--- config.mk ---
export PLATFORM = sky130hd
export DESIGN_NAME = dps_sequencer
export DESIGN_NICKNAME = d
export VERILOG_FILES = /design/src/core/dps_pkg.sv /design/src/core/dps_sequencer.sv
export SDC_FILE = /design/constraint.sdc
export NUM_CORES = 2
export LEC_CHECK = 0
export BUFFER_PORTS_ARGS = -buffer_cell sky130_fd_sc_hd__buf_4
export CAP_MARGIN = 10
export CORE_MARGIN = 2
export CORE_UTILIZATION = 45
export DETAILED_ROUTE_END_ITERATION = 8
export PLACE_DENSITY = 0.6
export SYNTH_ARGS = -nofsm -noshare
export SYNTH_HDL_FRONTEND = slang
export SYNTH_SLANG_ARGS = --single-unit
--- constraint.sdc ---
create_clock -name pclk -period 118.5 [get_ports pclk]
set_clock_uncertainty 0.15 [all_clocks]
set_input_delay 17.775 -clock pclk [delete_from_list [all_inputs] [get_ports pclk]]
set_output_delay 17.775 -clock pclk [all_outputs]
set_load 0.02 [all_outputs]
--- src/core/dps_pkg.sv ---
// Constants, register map and carrier types of the digital positioning sequencer.
// Assumes a 200 MHz APB clock; time parameters are held in 1 ms or 10 ms units as noted.
// Summary of operation
// - Mode bit 1: clear gives terminal-triggered cycles, set gives automatic cycles.
// - Mode bit 4 decides when the home search is carried out.
// - Bit 4 clear searches home once; set searches at every run start.
// - Mode bit 5: clear calibrates home continuously, set calibrates it once.
// - Mode bit 6: clear pulses completion for hold time; set holds it.
// - Terminal mode: bit 7 set moves to initial position, clear stays still.
// - Terminal mode enable is pulse (bit 8 clear) or level; automatic always enabled.
// - Mode bit 9 takes target from digital reference or from fieldbus.
// - Mode bits 10 to 15 are reserved and read as zero.
// - Target equals the selected reference (digital or fieldbus) times gear numerator over gear denominator.
// - Speed source code 0 digital, 1-3 analog inputs, 4-5 fast pulse inputs.
// - Ramp rate follows accel and decel times, 0.01 to 300.00 s, default 3.00 s.
// - After arrival wait the arrival hold time, 0 to 60 s, default 0.100 s.
// - Completion hold time, default 0.200 s, also drives spindle orientation completion.
// - Feedforward filter applies only when a speed source select equals 12.
package dps_pkg;
   // Byte addresses of the registers
   localparam logic [7:0] ADDR_MODE = 8'h00;
   localparam logic [7:0] ADDR_POSREF = 8'h04;
   localparam logic [7:0] ADDR_SPDSRC = 8'h08;
   localparam logic [7:0] ADDR_SPDDIG = 8'h0c;
   localparam logic [7:0] ADDR_ACCEL = 8'h10;
   localparam logic [7:0] ADDR_DECEL = 8'h14;
   localparam logic [7:0] ADDR_ARRHOLD = 8'h18;
   localparam logic [7:0] ADDR_HOMESPD = 8'h1c;
   localparam logic [7:0] ADDR_HOMEOFS = 8'h20;
   localparam logic [7:0] ADDR_CMPHOLD = 8'h24;
   localparam logic [7:0] ADDR_SUPVAL = 8'h28;
   localparam logic [7:0] ADDR_SUPSPD = 8'h2c;
   localparam logic [7:0] ADDR_RAMPOFF = 8'h30;
   localparam logic [7:0] ADDR_FFFILT = 8'h34;
   localparam logic [7:0] ADDR_GEAR2 = 8'h38;
   localparam logic [7:0] ADDR_GEARNUM = 8'h3c;
   localparam logic [7:0] ADDR_GEARDEN = 8'h40;
   localparam logic [7:0] ADDR_SRCSEL = 8'h44;
   localparam logic [7:0] ADDR_TARGET = 8'h48;
   localparam logic [7:0] ADDR_STATE = 8'h4c;
   localparam logic [7:0] ADDR_IRQ_STAT = 8'h50;
   localparam logic [7:0] ADDR_IRQ_EN = 8'h54;
   localparam logic [7:0] ADDR_IRQ_CLR = 8'h58;
   // Mode word fields
   localparam int MB_CYCLE = 1;
   localparam int MB_HOMEMODE = 4;
   localparam int MB_CALIB = 5;
   localparam int MB_CMPSIG = 6;
   localparam int MB_INITPOS = 7;
   localparam int MB_ENLEVEL = 8;
   localparam int MB_SRC = 9;
   localparam logic [15:0] MODE_WMASK = 16'h03ff;
   // Reset values, units: times 10 ms (accel) or 1 ms (holds), filter 0.1 ms
   localparam logic [15:0] RST_ZERO = 16'h0000;
   localparam logic [15:0] RST_SPDDIG = 16'h00c8;
   localparam logic [15:0] RST_ACCEL = 16'h012c;
   localparam logic [15:0] RST_ARRHOLD = 16'h0064;
   localparam logic [15:0] RST_HOMESPD = 16'h00c8;
   localparam logic [15:0] RST_CMPHOLD = 16'h00c8;
   localparam logic [15:0] RST_SUPSPD = 16'h0050;
   localparam logic [15:0] RST_RAMPOFF = 16'h0032;
   localparam logic [15:0] RST_FFFILT = 16'h0064;
   localparam logic [15:0] RST_GEAR = 16'h03e8;
   localparam logic [15:0] ACCEL_MIN = 16'h0001;
   localparam logic [15:0] ACCEL_MAX = 16'h7530;
   localparam logic [15:0] HOLD_MAX = 16'hea60;
   // Speed source codes
   localparam logic [2:0] SRC_DIGITAL = 3'h0;
   localparam logic [2:0] SRC_AI1 = 3'h1;
   localparam logic [2:0] SRC_AI2 = 3'h2;
   localparam logic [2:0] SRC_AI3 = 3'h3;
   localparam logic [2:0] SRC_FPA = 3'h4;
   localparam logic [2:0] SRC_FPB = 3'h5;
   localparam logic [7:0] SRC_PULSE_STRING = 8'h0c;
   // Timing: tick of 1 ms from 200 MHz clock
   localparam int CLK_HZ = 200000000;
   localparam int TICK_MS = 1;
   localparam int TICK_CYCLES = CLK_HZ / 1000 * TICK_MS;
   localparam int TEN_MS = 10;
   // Interrupt bits
   localparam int IRQ_ARRIVED = 0;
   localparam int IRQ_DONE = 1;
   localparam int IRQ_HOMED = 2;
   localparam int IRQ_W = 3;
   // Analog and pulse speed inputs grouped
   typedef struct packed {
      logic [15:0] analog_input_one;
      logic [15:0] analog_input_two;
      logic [15:0] analog_input_three;
      logic [15:0] fast_pulse_input_a;
      logic [15:0] fast_pulse_input_b;
   } dps_speed_in_t;
   typedef struct packed {
      logic [15:0] speed;
      logic [15:0] ramp_time;
      logic accel;
   } dps_drive_t;
endpackage

--- src/core/dps_sequencer.sv ---
// Digital positioning sequencer with APB register file and interrupt.
// Assumes the motor loop reports arrival and home; terminals come from pins.
//
// Our own choices: the placing of the registers and the APB slave port.
`timescale 1ns/100ps
module dps_sequencer
   import dps_pkg::*;
#(
   parameter int TICK_DIV = TICK_CYCLES
) (
   input wire logic pclk,
   input wire logic presetn,
   input wire logic psel,
   input wire logic penable,
   input wire logic pwrite,
   input wire logic [7:0] paddr,
   input wire logic [31:0] pwdata,
   output logic [31:0] prdata,
   output logic pready,
   output logic pslverr,
   input wire logic run_cmd,
   input wire logic pos_enable_pin,
   input wire logic home_switch_pin,
   input wire logic [15:0] fieldbus_target,
   input wire logic position_reached,
   input wire dps_speed_in_t speed_in,
   output dps_drive_t drive_out,
   output logic [31:0] target_position,
   output logic move_request,
   output logic home_search,
   output logic home_calibrate,
   output logic ff_filter_active,
   output logic [15:0] ff_filter_time,
   output logic positioning_done,
   output logic spindle_done,
   output logic irq
);
   typedef enum {ST_IDLE, ST_HOME, ST_INIT, ST_WAIT_EN, ST_MOVE, ST_ARRIVE} dps_state_t;

   logic [15:0] mode_reg, posref_reg, spdsrc_reg, spddig_reg, accel_reg, decel_reg;
   logic [15:0] arrhold_reg, homespd_reg, homeofs_reg, cmphold_reg, supval_reg;
   logic [15:0] supspd_reg, rampoff_reg, fffilt_reg, gear2_reg, gearnum_reg, gearden_reg;
   logic [15:0] srcsel_reg;
   logic [IRQ_W-1:0] irq_stat_reg, irq_en_reg, irq_set;
   dps_state_t state_reg;
   logic [2:0] en_sync_reg, home_sync_reg;
   logic en_prev_reg, homed_reg, calibrated_reg;
   logic [31:0] tick_cnt_reg;
   logic tick;
   logic [15:0] arr_cnt_reg, cmp_cnt_reg;
   logic done_reg;
   logic en_level, en_rise, home_level;
   logic wr, rd;

   // Clamp a time value into its legal range
   function automatic logic [15:0] clamp(input logic [15:0] v, input logic [15:0] lo, input logic [15:0] hi);
      clamp = (v < lo) ? lo : ((v > hi) ? hi : v);
   endfunction

   assign wr = psel && penable && pwrite;
   assign rd = psel && !penable && !pwrite;
   assign pready = 1'b1;

   // Unmapped addresses answer with an error
   always_comb begin
      case (paddr)
         ADDR_MODE, ADDR_POSREF, ADDR_SPDSRC, ADDR_SPDDIG, ADDR_ACCEL, ADDR_DECEL, ADDR_ARRHOLD,
         ADDR_HOMESPD, ADDR_HOMEOFS, ADDR_CMPHOLD, ADDR_SUPVAL, ADDR_SUPSPD, ADDR_RAMPOFF,
         ADDR_FFFILT, ADDR_GEAR2, ADDR_GEARNUM, ADDR_GEARDEN, ADDR_SRCSEL, ADDR_TARGET,
         ADDR_STATE, ADDR_IRQ_STAT, ADDR_IRQ_EN, ADDR_IRQ_CLR: pslverr = 1'b0;
         default: pslverr = psel && penable;
      endcase
   end

   // Register writes
   always_ff @(posedge pclk or negedge presetn) begin
      if (!presetn) begin
         mode_reg <= RST_ZERO;
         posref_reg <= RST_ZERO;
         spdsrc_reg <= RST_ZERO;
         spddig_reg <= RST_SPDDIG;
         accel_reg <= RST_ACCEL;
         decel_reg <= RST_ACCEL;
         arrhold_reg <= RST_ARRHOLD;
         homespd_reg <= RST_HOMESPD;
         homeofs_reg <= RST_ZERO;
         cmphold_reg <= RST_CMPHOLD;
         supval_reg <= RST_ZERO;
         supspd_reg <= RST_SUPSPD;
         rampoff_reg <= RST_RAMPOFF;
         fffilt_reg <= RST_FFFILT;
         gear2_reg <= RST_GEAR;
         gearnum_reg <= RST_GEAR;
         gearden_reg <= RST_GEAR;
         srcsel_reg <= RST_ZERO;
         irq_en_reg <= '0;
      end else if (wr) begin
         case (paddr)
            ADDR_MODE: mode_reg <= pwdata[15:0] & MODE_WMASK;
            ADDR_POSREF: posref_reg <= pwdata[15:0];
            ADDR_SPDSRC: spdsrc_reg <= pwdata[15:0];
            ADDR_SPDDIG: spddig_reg <= pwdata[15:0];
            ADDR_ACCEL: accel_reg <= clamp(pwdata[15:0], ACCEL_MIN, ACCEL_MAX);
            ADDR_DECEL: decel_reg <= clamp(pwdata[15:0], ACCEL_MIN, ACCEL_MAX);
            ADDR_ARRHOLD: arrhold_reg <= clamp(pwdata[15:0], RST_ZERO, HOLD_MAX);
            ADDR_HOMESPD: homespd_reg <= pwdata[15:0];
            ADDR_HOMEOFS: homeofs_reg <= pwdata[15:0];
            ADDR_CMPHOLD: cmphold_reg <= clamp(pwdata[15:0], RST_ZERO, HOLD_MAX);
            ADDR_SUPVAL: supval_reg <= pwdata[15:0];
            ADDR_SUPSPD: supspd_reg <= pwdata[15:0];
            ADDR_RAMPOFF: rampoff_reg <= pwdata[15:0];
            ADDR_FFFILT: fffilt_reg <= pwdata[15:0];
            ADDR_GEAR2: gear2_reg <= pwdata[15:0];
            ADDR_GEARNUM: gearnum_reg <= (pwdata[15:0] == RST_ZERO) ? ACCEL_MIN : pwdata[15:0];
            ADDR_GEARDEN: gearden_reg <= (pwdata[15:0] == RST_ZERO) ? ACCEL_MIN : pwdata[15:0];
            ADDR_SRCSEL: srcsel_reg <= pwdata[15:0];
            ADDR_IRQ_EN: irq_en_reg <= pwdata[IRQ_W-1:0];
            default: ;
         endcase
      end
   end

   // Read data registered in the setup phase
   always_ff @(posedge pclk or negedge presetn) begin
      if (!presetn) begin
         prdata <= '0;
      end else if (rd) begin
         case (paddr)
            ADDR_MODE: prdata <= {16'h0000, mode_reg};
            ADDR_POSREF: prdata <= {16'h0000, posref_reg};
            ADDR_SPDSRC: prdata <= {16'h0000, spdsrc_reg};
            ADDR_SPDDIG: prdata <= {16'h0000, spddig_reg};
            ADDR_ACCEL: prdata <= {16'h0000, accel_reg};
            ADDR_DECEL: prdata <= {16'h0000, decel_reg};
            ADDR_ARRHOLD: prdata <= {16'h0000, arrhold_reg};
            ADDR_HOMESPD: prdata <= {16'h0000, homespd_reg};
            ADDR_HOMEOFS: prdata <= {16'h0000, homeofs_reg};
            ADDR_CMPHOLD: prdata <= {16'h0000, cmphold_reg};
            ADDR_SUPVAL: prdata <= {16'h0000, supval_reg};
            ADDR_SUPSPD: prdata <= {16'h0000, supspd_reg};
            ADDR_RAMPOFF: prdata <= {16'h0000, rampoff_reg};
            ADDR_FFFILT: prdata <= {16'h0000, fffilt_reg};
            ADDR_GEAR2: prdata <= {16'h0000, gear2_reg};
            ADDR_GEARNUM: prdata <= {16'h0000, gearnum_reg};
            ADDR_GEARDEN: prdata <= {16'h0000, gearden_reg};
            ADDR_SRCSEL: prdata <= {16'h0000, srcsel_reg};
            ADDR_TARGET: prdata <= target_position;
            ADDR_STATE: prdata <= {27'h0, homed_reg, calibrated_reg, 3'(state_reg)};
            ADDR_IRQ_STAT: prdata <= {29'h0, irq_stat_reg};
            ADDR_IRQ_EN: prdata <= {29'h0, irq_en_reg};
            default: prdata <= '0;
         endcase
      end
   end

   // Pin synchronisers: change accepted when stages two and three agree
   always_ff @(posedge pclk or negedge presetn) begin
      if (!presetn) begin
         en_sync_reg <= '0;
         home_sync_reg <= '0;
         en_level <= 1'b0;
         home_level <= 1'b0;
      end else begin
         en_sync_reg <= {en_sync_reg[1:0], pos_enable_pin};
         home_sync_reg <= {home_sync_reg[1:0], home_switch_pin};
         if (en_sync_reg[1] == en_sync_reg[2])
            en_level <= en_sync_reg[2];
         if (home_sync_reg[1] == home_sync_reg[2])
            home_level <= home_sync_reg[2];
      end
   end

   // Enable edge detector for pulse mode
   always_ff @(posedge pclk or negedge presetn) begin
      if (!presetn)
         en_prev_reg <= 1'b0;
      else
         en_prev_reg <= en_level;
   end
   assign en_rise = en_level && !en_prev_reg;

   // Millisecond tick
   always_ff @(posedge pclk or negedge presetn) begin
      if (!presetn)
         tick_cnt_reg <= '0;
      else if (tick_cnt_reg == 32'(TICK_DIV - 1))
         tick_cnt_reg <= '0;
      else
         tick_cnt_reg <= tick_cnt_reg + 32'h1;
   end
   assign tick = (tick_cnt_reg == 32'(TICK_DIV - 1));

   // Electronic gear scaling of the selected target
   always_ff @(posedge pclk or negedge presetn) begin
      if (!presetn)
         target_position <= '0;
      else if (mode_reg[MB_SRC])
         target_position <= (32'(fieldbus_target) * 32'(gearnum_reg)) / 32'(gearden_reg);
      else
         target_position <= (32'(posref_reg) * 32'(gearnum_reg)) / 32'(gearden_reg);
   end

   // Speed source and ramp selection
   always_ff @(posedge pclk or negedge presetn) begin
      if (!presetn) begin
         drive_out <= '0;
      end else begin
         case (spdsrc_reg[2:0])
            SRC_DIGITAL: drive_out.speed <= spddig_reg;
            SRC_AI1: drive_out.speed <= speed_in.analog_input_one;
            SRC_AI2: drive_out.speed <= speed_in.analog_input_two;
            SRC_AI3: drive_out.speed <= speed_in.analog_input_three;
            SRC_FPA: drive_out.speed <= speed_in.fast_pulse_input_a;
            SRC_FPB: drive_out.speed <= speed_in.fast_pulse_input_b;
            default: drive_out.speed <= spddig_reg;
         endcase
         if (state_reg == ST_HOME)
            drive_out.speed <= homespd_reg;
         drive_out.accel <= (state_reg != ST_ARRIVE);
         drive_out.ramp_time <= (state_reg == ST_ARRIVE) ? decel_reg : accel_reg;
      end
   end

   // Feedforward filter only in pulse-string speed mode
   always_ff @(posedge pclk or negedge presetn) begin
      if (!presetn) begin
         ff_filter_active <= 1'b0;
         ff_filter_time <= '0;
      end else begin
         ff_filter_active <= (srcsel_reg[7:0] == SRC_PULSE_STRING) ||
                             (srcsel_reg[15:8] == SRC_PULSE_STRING);
         ff_filter_time <= fffilt_reg;
      end
   end

   // Positioning sequence
   always_ff @(posedge pclk or negedge presetn) begin
      if (!presetn) begin
         state_reg <= ST_IDLE;
         homed_reg <= 1'b0;
         calibrated_reg <= 1'b0;
         arr_cnt_reg <= '0;
      end else begin
         case (state_reg)
            ST_IDLE: if (run_cmd) begin
               if (!homed_reg || mode_reg[MB_HOMEMODE])
                  state_reg <= ST_HOME;
               else if (!mode_reg[MB_CYCLE] && mode_reg[MB_INITPOS])
                  state_reg <= ST_INIT;
               else
                  state_reg <= ST_WAIT_EN;
            end
            ST_HOME: if (home_level) begin
               homed_reg <= 1'b1;
               calibrated_reg <= 1'b1;
               state_reg <= (!mode_reg[MB_CYCLE] && mode_reg[MB_INITPOS]) ? ST_INIT : ST_WAIT_EN;
            end
            ST_INIT: if (position_reached)
               state_reg <= ST_WAIT_EN;
            ST_WAIT_EN: begin
               if (!run_cmd)
                  state_reg <= ST_IDLE;
               else if (mode_reg[MB_CYCLE] || (mode_reg[MB_ENLEVEL] ? en_level : en_rise))
                  state_reg <= ST_MOVE;
            end
            ST_MOVE: if (position_reached) begin
               state_reg <= ST_ARRIVE;
               arr_cnt_reg <= '0;
            end
            ST_ARRIVE: begin
               if (arr_cnt_reg >= arrhold_reg)
                  state_reg <= ST_WAIT_EN;
               else if (tick)
                  arr_cnt_reg <= arr_cnt_reg + 16'h1;
            end
            default: state_reg <= ST_IDLE;
         endcase
      end
   end

   // Motion requests toward the drive
   assign move_request = (state_reg == ST_MOVE) || (state_reg == ST_INIT);
   assign home_search = (state_reg == ST_HOME);
   // Real-time calibration follows the switch; single mode only until first home
   assign home_calibrate = home_level && (!mode_reg[MB_CALIB] || !calibrated_reg);

   // Completion signal timing
   always_ff @(posedge pclk or negedge presetn) begin
      if (!presetn) begin
         done_reg <= 1'b0;
         cmp_cnt_reg <= '0;
      end else if (state_reg == ST_MOVE && position_reached) begin
         done_reg <= 1'b1;
         cmp_cnt_reg <= '0;
      end else if (state_reg == ST_MOVE) begin
         done_reg <= 1'b0;
      end else if (done_reg && !mode_reg[MB_CMPSIG]) begin
         if (cmp_cnt_reg >= cmphold_reg)
            done_reg <= 1'b0;
         else if (tick)
            cmp_cnt_reg <= cmp_cnt_reg + 16'h1;
      end
   end
   assign positioning_done = done_reg;
   assign spindle_done = done_reg;

   // Sticky interrupt status, set wins over clear
   assign irq_set[IRQ_ARRIVED] = (state_reg == ST_MOVE) && position_reached;
   assign irq_set[IRQ_DONE] = done_reg && !mode_reg[MB_CMPSIG] && (cmp_cnt_reg >= cmphold_reg);
   assign irq_set[IRQ_HOMED] = (state_reg == ST_HOME) && home_level;
   always_ff @(posedge pclk or negedge presetn) begin
      if (!presetn)
         irq_stat_reg <= '0;
      else if (wr && paddr == ADDR_IRQ_CLR)
         irq_stat_reg <= (irq_stat_reg & ~pwdata[IRQ_W-1:0]) | irq_set;
      else
         irq_stat_reg <= irq_stat_reg | irq_set;
   end
   assign irq = |(irq_stat_reg & irq_en_reg);

   // Checks
   AST_REPEAT_HOME: assert property (@(posedge pclk) disable iff (!presetn)
      state_reg == ST_IDLE && run_cmd && mode_reg[MB_HOMEMODE] |=> state_reg == ST_HOME)
      else $error("home search not repeated");
   AST_AUTO_CYCLE: assert property (@(posedge pclk) disable iff (!presetn)
      state_reg == ST_WAIT_EN && run_cmd && mode_reg[MB_CYCLE] |=> state_reg == ST_MOVE)
      else $error("automatic cycle not enabled");
   AST_PULSE_EN: assert property (@(posedge pclk) disable iff (!presetn)
      state_reg == ST_WAIT_EN && !mode_reg[MB_CYCLE] && !mode_reg[MB_ENLEVEL] && !en_rise |=>
      state_reg != ST_MOVE)
      else $error("move without enable pulse");
   AST_DONE_LEVEL: assert property (@(posedge pclk) disable iff (!presetn)
      done_reg && mode_reg[MB_CMPSIG] && state_reg != ST_MOVE && $stable(mode_reg) |=> done_reg)
      else $error("completion dropped in level mode");
   AST_TARGET: assert property (@(posedge pclk) disable iff (!presetn)
      !mode_reg[MB_SRC] && $stable(posref_reg) && $stable(gearnum_reg) && $stable(gearden_reg)
      && !$past(mode_reg[MB_SRC]) |->
      target_position == (32'(posref_reg) * 32'(gearnum_reg)) / 32'(gearden_reg))
      else $error("gear scaling wrong");
   AST_FF: assert property (@(posedge pclk) disable iff (!presetn)
      srcsel_reg[7:0] != SRC_PULSE_STRING && srcsel_reg[15:8] != SRC_PULSE_STRING && $stable(srcsel_reg)
      |=> !ff_filter_active)
      else $error("filter active outside pulse mode");
   AST_ARRIVE: assert property (@(posedge pclk) disable iff (!presetn)
      state_reg == ST_ARRIVE && arr_cnt_reg < arrhold_reg |=> state_reg == ST_ARRIVE)
      else $error("arrival hold cut short");
   AST_ACCEL: assert property (@(posedge pclk) disable iff (!presetn)
      accel_reg >= ACCEL_MIN && accel_reg <= ACCEL_MAX)
      else $error("accel time out of range");
   // Terminal-cycle entry and enable, completion pulse, speed source and ramp direction
   AST_INIT_POS: assert property (@(posedge pclk) disable iff (!presetn)
      state_reg == ST_IDLE && run_cmd && homed_reg && !mode_reg[MB_HOMEMODE]
      && !mode_reg[MB_CYCLE] && mode_reg[MB_INITPOS] |=> state_reg == ST_INIT)
      else $error("initial move skipped");
   AST_LEVEL_EN: assert property (@(posedge pclk) disable iff (!presetn)
      state_reg == ST_WAIT_EN && run_cmd && !mode_reg[MB_CYCLE] && mode_reg[MB_ENLEVEL] && en_level |=>
      state_reg == ST_MOVE)
      else $error("level enable ignored");
   AST_DONE_PULSE: assert property (@(posedge pclk) disable iff (!presetn)
      done_reg && !mode_reg[MB_CMPSIG] && cmp_cnt_reg >= cmphold_reg && state_reg != ST_MOVE |=> !done_reg)
      else $error("completion outlived hold time");
   AST_SRC_DIGITAL: assert property (@(posedge pclk) disable iff (!presetn)
      state_reg != ST_HOME && spdsrc_reg[2:0] == SRC_DIGITAL |=> drive_out.speed == $past(spddig_reg))
      else $error("digital speed not selected");
   AST_RAMP_DOWN: assert property (@(posedge pclk) disable iff (!presetn)
      state_reg == ST_ARRIVE |=> !drive_out.accel && drive_out.ramp_time == $past(decel_reg))
      else $error("deceleration time not applied");
   AST_SET_WINS: assert property (@(posedge pclk) disable iff (!presetn)
      irq_set[IRQ_ARRIVED] |=> irq_stat_reg[IRQ_ARRIVED])
      else $error("arrival status lost");
   COV_MOVE: cover property (@(posedge pclk) disable iff (!presetn) state_reg == ST_MOVE ##1 state_reg == ST_ARRIVE);
   COV_HOME: cover property (@(posedge pclk) disable iff (!presetn) state_reg == ST_HOME ##1 state_reg == ST_WAIT_EN);
   COV_IRQ: cover property (@(posedge pclk) disable iff (!presetn) $rose(irq));
   COV_INIT: cover property (@(posedge pclk) disable iff (!presetn) state_reg == ST_INIT ##1 state_reg == ST_WAIT_EN);
endmodule

# Yosys cells after proc, flatten, opt, wreduce, memory -nomap -nowiden

Index checks and enable logic that the tools add are counted.

Add/subtract/negate cells: 3
Multipliers: 2
Divide/modulo/power cells: 2
$lt $le $gt $ge: 6
Eq/ne operators: 52
Multiplexer cells: 37
Bitwise gates (word level): 5
Reduce and logical (&&, ||, !) cells: 58

Operators with widths:

| operator              | number |
|---|---|
| $pmux 32 s22          | 1 |
| $mux 32               | 9 |
| $mux 16               | 15 |
| $pmux 32 s6           | 1 |
| $eq 32x2->1 const B   | 3 |
| $eq 32x3->1 const B   | 3 |
| $pmux 16 s5           | 1 |
| $div 32x16->32        | 2 |
| $eq 32x4->1 const B   | 2 |
| $eq 8x6->1 const B    | 8 |
| $mul 16x16->32        | 2 |
| $eq 8x7->1 const B    | 7 |
| $reduce_and 2->1      | 21 |
| $add 16x1->16 const B | 2 |
| $add 32x1->32 const B | 1 |
| $eq 32x1->1 const B   | 1 |
| $eq 32x18->1 const B  | 1 |
| $eq 8x4->1 const B    | 4 |
| $eq 8x5->1 const B    | 4 |
| $ge 16x16->1          | 2 |
| $logic_not 32->1      | 1 |
| $lt 16x1->1 const B   | 2 |
| $ne 32x4->1 const B   | 1 |
| $pmux 16 s2           | 1 |
| 26 further kinds      | 70 |

Bits in registers: 509
Input bits: 145
Word-level logic and storage cells: 203

# Logic depth before layout (Yosys ltp)

Word-level depth: 7
Mapped depth: 525
Gate-level depth less buffers: 490

# Worst setup path before layout

No wires, ideal clock.

Kind: input -> register
Start: in fieldbus_target[11]
End: reg target_position[0]
Library setup time: 0.132 ns
Arrival time: 112.239 ns
Data required time: 118.218 ns
Setup slack: 5.978 ns
Cell stages on the path: 501
Cells stage by stage: clkbuf_1 -> nand2_1 -> fa_1 -> inv_1 -> fa_1 -> inv_1 -> fa_1 -> inv_1 -> fa_1 -> fa_1 -> inv_1 -> fa_1 -> inv_1 -> ha_1 -> clkbuf_1 -> a21oi_1 -> o21a_1 -> o211ai_1 -> (+465 left out) -> o21ai_0 -> nand2b_1 -> a21oi_1 -> nor2b_1 -> o21ai_0 -> nand2b_1 -> a21oi_1 -> nor2b_1 -> o21ai_0 -> nand2b_1 -> a21oi_1 -> nor2b_1 -> o21ai_0 -> nand2b_1 -> a211oi_1 -> nand3_1 -> nor2_1 -> o211ai_1

Word-level cells in the longest chain between the ends: 3

RTL lines:

| what                 | line                 | source |
|---|---|---|
| start, declared      | dps_sequencer.sv:24  | `input wire logic [15:0] fieldbus_target,` |
| $mul 16x16->32       | dps_sequencer.sv:198 | `target_position <= (32'(fieldbus_target) * 32'(gearnum_reg)) / 32'(gearden_reg);` |
| $div 32x16->32       | dps_sequencer.sv:198 |  |
| $mux 32              | dps_sequencer.sv:197 | `else if (mode_reg[MB_SRC])` |
| end signal, assigned | dps_sequencer.sv:198 |  |
| end signal, assigned | dps_sequencer.sv:200 | `target_position <= (32'(posref_reg) * 32'(gearnum_reg)) / 32'(gearden_reg);` |
| end, declared        | dps_sequencer.sv:28  | `output logic [31:0] target_position,` |

Every way passes these cells.
A chain may end at the register's enable or synchronous reset.

# Worst setup path in the final report

Same ends and word-level chain as after synthesis.

==> impl_metrics.ini <==
[placement]
place.detailed.hpwl_mm = 154
place_congestion = 0.928
io_buffers = 249

[global_route]
antenna_found_initial = 18
track_usage_pct = 29.0
grt_max_degree = 78
grt_pass1_vias = 53595
gr-total-overflow = 0
grt_pass1_wl_mm = 313

[critical_path]
critPathMaxFanout = 24
crit_arrival_ns = 112.32
startpoint_type = input pin
cp_slowest_stage_delay_ns = 0.58
cpMaxStageDelayCell = fa_1
r2r_slack_ns = 22.77
cp-end-kind = flip-flop
crit_type = in2reg
required_ns = 118.85
rr_worst_depth = 472
r2r_start = gearnum_reg[9]$_DFFE_PN1P_
r2r-end = target_position[0]$_DFF_PN0_
cpMostUsedCell = o21a_1

[floorplanning]
die_y_um = 372
ioPinCount = 267
initial_utilization_pct = 45.2
core_region_area_um2 = 135000
die_area_um2 = 138000
die_w_um = 372
rows = 135

[drt]
dr.pass1.iters = 8
drc = 0
drt-total-wl_mm = 203
vias_per_cell = 5.93
antenna_left = 0
route.vias.total = 54704
drtIter0Drc = 4429
routedWlPerCell_um = 22.0

[timing]
worst_slew_pin_slew_ns = 1.34
period_share_pct = 94.5
post-route-min-period_ns = 111.97
final-hold-violation-count = 0
drv_slew = 0
whs_ns = 0.199
fmax_mhz = 8.93
fin_setup_tns_ns = 0
finalSetupViolCount = 0
relSlewSlack_pct = 10.0

[clock_network]
cts_tree = built
clk_pin_slew_ns = 0.06
numClockSinks = 480
numCtsBuffers = 55
clockRootBuffer = clkbuf_16
clock_path_buffers = 3
h-tree-depth = 2
clk_latency_ns = 0.71

[final_layout]
nets = 8563
largest_reg_flops = 33
seqCellArea_um2 = 12100
num-fill-cells = 12806
multiInputGateArea_um2 = 46000
syn_to_final_growth_pct = 11.9
drive_above_1_share_pct = 15.8
regMostFlops = drive_out

[logic_synthesis]
ys_seq_elements = 480
synthArstFlopShare_pct = 100
syn_inst = 7112
yosysUniqueCellTypes = 118
synth_seq_area_share_pct = 19.8
yosysWarnings = 0
synth_enable_flop_cells = 0
synth-main-ff-cell = dfrtp_1
syn-num-nets = 8282
syn_area_per_cell_um2 = 8.57
syn-cell-area_um2 = 61000

[worst_hold_path]
hp-class = reg2reg
min_to = home_sync_reg[1]$_DFF_PN0_
holdPathStages = 0
worstHoldStart = home_sync_reg[0]$_DFF_PN0_

[outcome]
status = finished clean

[job]
maxCapViolations = 0
-- per-stage QoR --
| step | setup WS [ns] | instance area (um2) | util [%] | cells |
|---|---|---|---|---|
| 5_1_grt | -0.0782 | 68200 | 50.6 | 9221 |
| 2_1_floorplan | 5.98 | 61000 | - | 7112 |
| 6_report | 6.53 | 68200 | 50.6 | 9223 |
| 3_3_place_gp | 2.21 | 65800 | 48.8 | 9096 |
| 3_5_place_dp | 1.21 | 65800 | 48.8 | 9096 |
| 4_1_cts | 1.44 | 67700 | 50.2 | 9200 |
-- timing repair --
| action | in CTS | in global routing |
|---|---|---|
| endpoints found under the setup margin | 0 | 2 |
| gates resized for setup | 0 | 90 |
| hold buffers | 0 | 0 |
| setup buffers | 0 | 19 |
-- worst max-delay path, delay by kind of cell --
kind | cells | cell delay (ns)
buffers and inverters | 49 | 6.98
and+or+nand+nor | 107 | 18.37
xor gates and xnor gates | 1 | 0.13
AOI/OAI and AO/OA | 274 | 54.18
adders and majority gates | 39 | 13.31
muxes | 5 | 1.35
-- cells in the mapped netlist, drive strengths merged, types with 86 or more instances --
cell      n  area (um2)
nor3    223        1130
xnor2   183        1600
a21o     86         646
and2    321        2010
o21ai   279        1400
xor2    114         998
mux2    329        3710
dfrtp   434       10900
o21a    204        1530
inv     574        2150
a22oi   113         848
fa      388        7770
nand3   142         726
nand2   799        3000
a21oi   375        1890
ha      637        7970
o31ai   121         923
nor2    481        1820
clkbuf  245         920
-- metal layers --
layer	part of all wire (%)	global-route usage (%)	vias up
li1	-	-	25633
met1	45	41.3	26998
met2	44	45.7	1774
met3	7.4	4.63	281
met4	2.7	7.40	18
met5	0.056	0	-
-- worst max path at each step --
stage,start,to,slack (ns),cells past startpoint
after floorplan,fieldbus_target[11],target_position[0]$_DFF_PN0_,5.98,501
after global placement,fieldbus_target[11],target_position[0]$_DFF_PN0_,2.21,472
after detailed placement,fieldbus_target[11],target_position[0]$_DFF_PN0_,1.21,469
after CTS,fieldbus_target[11],target_position[0]$_DFF_PN0_,1.44,471
after global routing,fieldbus_target[11],target_position[0]$_DFF_PN0_,-0.08,486
final,fieldbus_target[11],target_position[0]$_DFF_PN0_,6.53,475
-- layout by cell type (no fill, tap or decap), types with 70 or more instances in the layout --
cell,instances
xnor2_1,183
buf_4,515
inv_1,556
nand2_1,795
a22oi_1,113
nand2b_1,70
fa_1,388
mux2_2,328
nor3_1,219
nor2_1,472
o31ai_1,114
o21a_1,203
dfrtp_1,432
xor2_1,114
a21oi_1,366
a21o_1,86
ha_1,637
o21ai_0,255
nand3_1,139
and2_1,320
-- cell type report --
type                       instances  share of cell area, %
antenna                            2                0.00733
clock buffer                      82                   2.33
clock inverter                    22                  0.460
inverter                         576                   3.19
multi-input combinational       5761                   67.3
sequential                       480                   17.7
tap                             1781                   3.27
timing repair buffer             519                   5.73
-- cells by family after synthesis --
| kind of cell | count (synthesis) | share of synthesized area (%) |
|---|---|---|
| AO/OA/AOI/OAI | 1637 | 18.3 |
| XOR/XNOR | 297 | 4.27 |
| adder cells (fa/ha/maj) | 1029 | 25.9 |
| buffers and inverters | 872 | 5.45 |
| flip-flops | 480 | 19.8 |
| multiplexers | 388 | 7.10 |
| other | 1 | 0.00615 |
| AND/OR/NAND/NOR | 2408 | 19.2 |
Power is not shown: default switching activity piles up to over one toggle a cycle in this logic, so the estimate is an artifact.
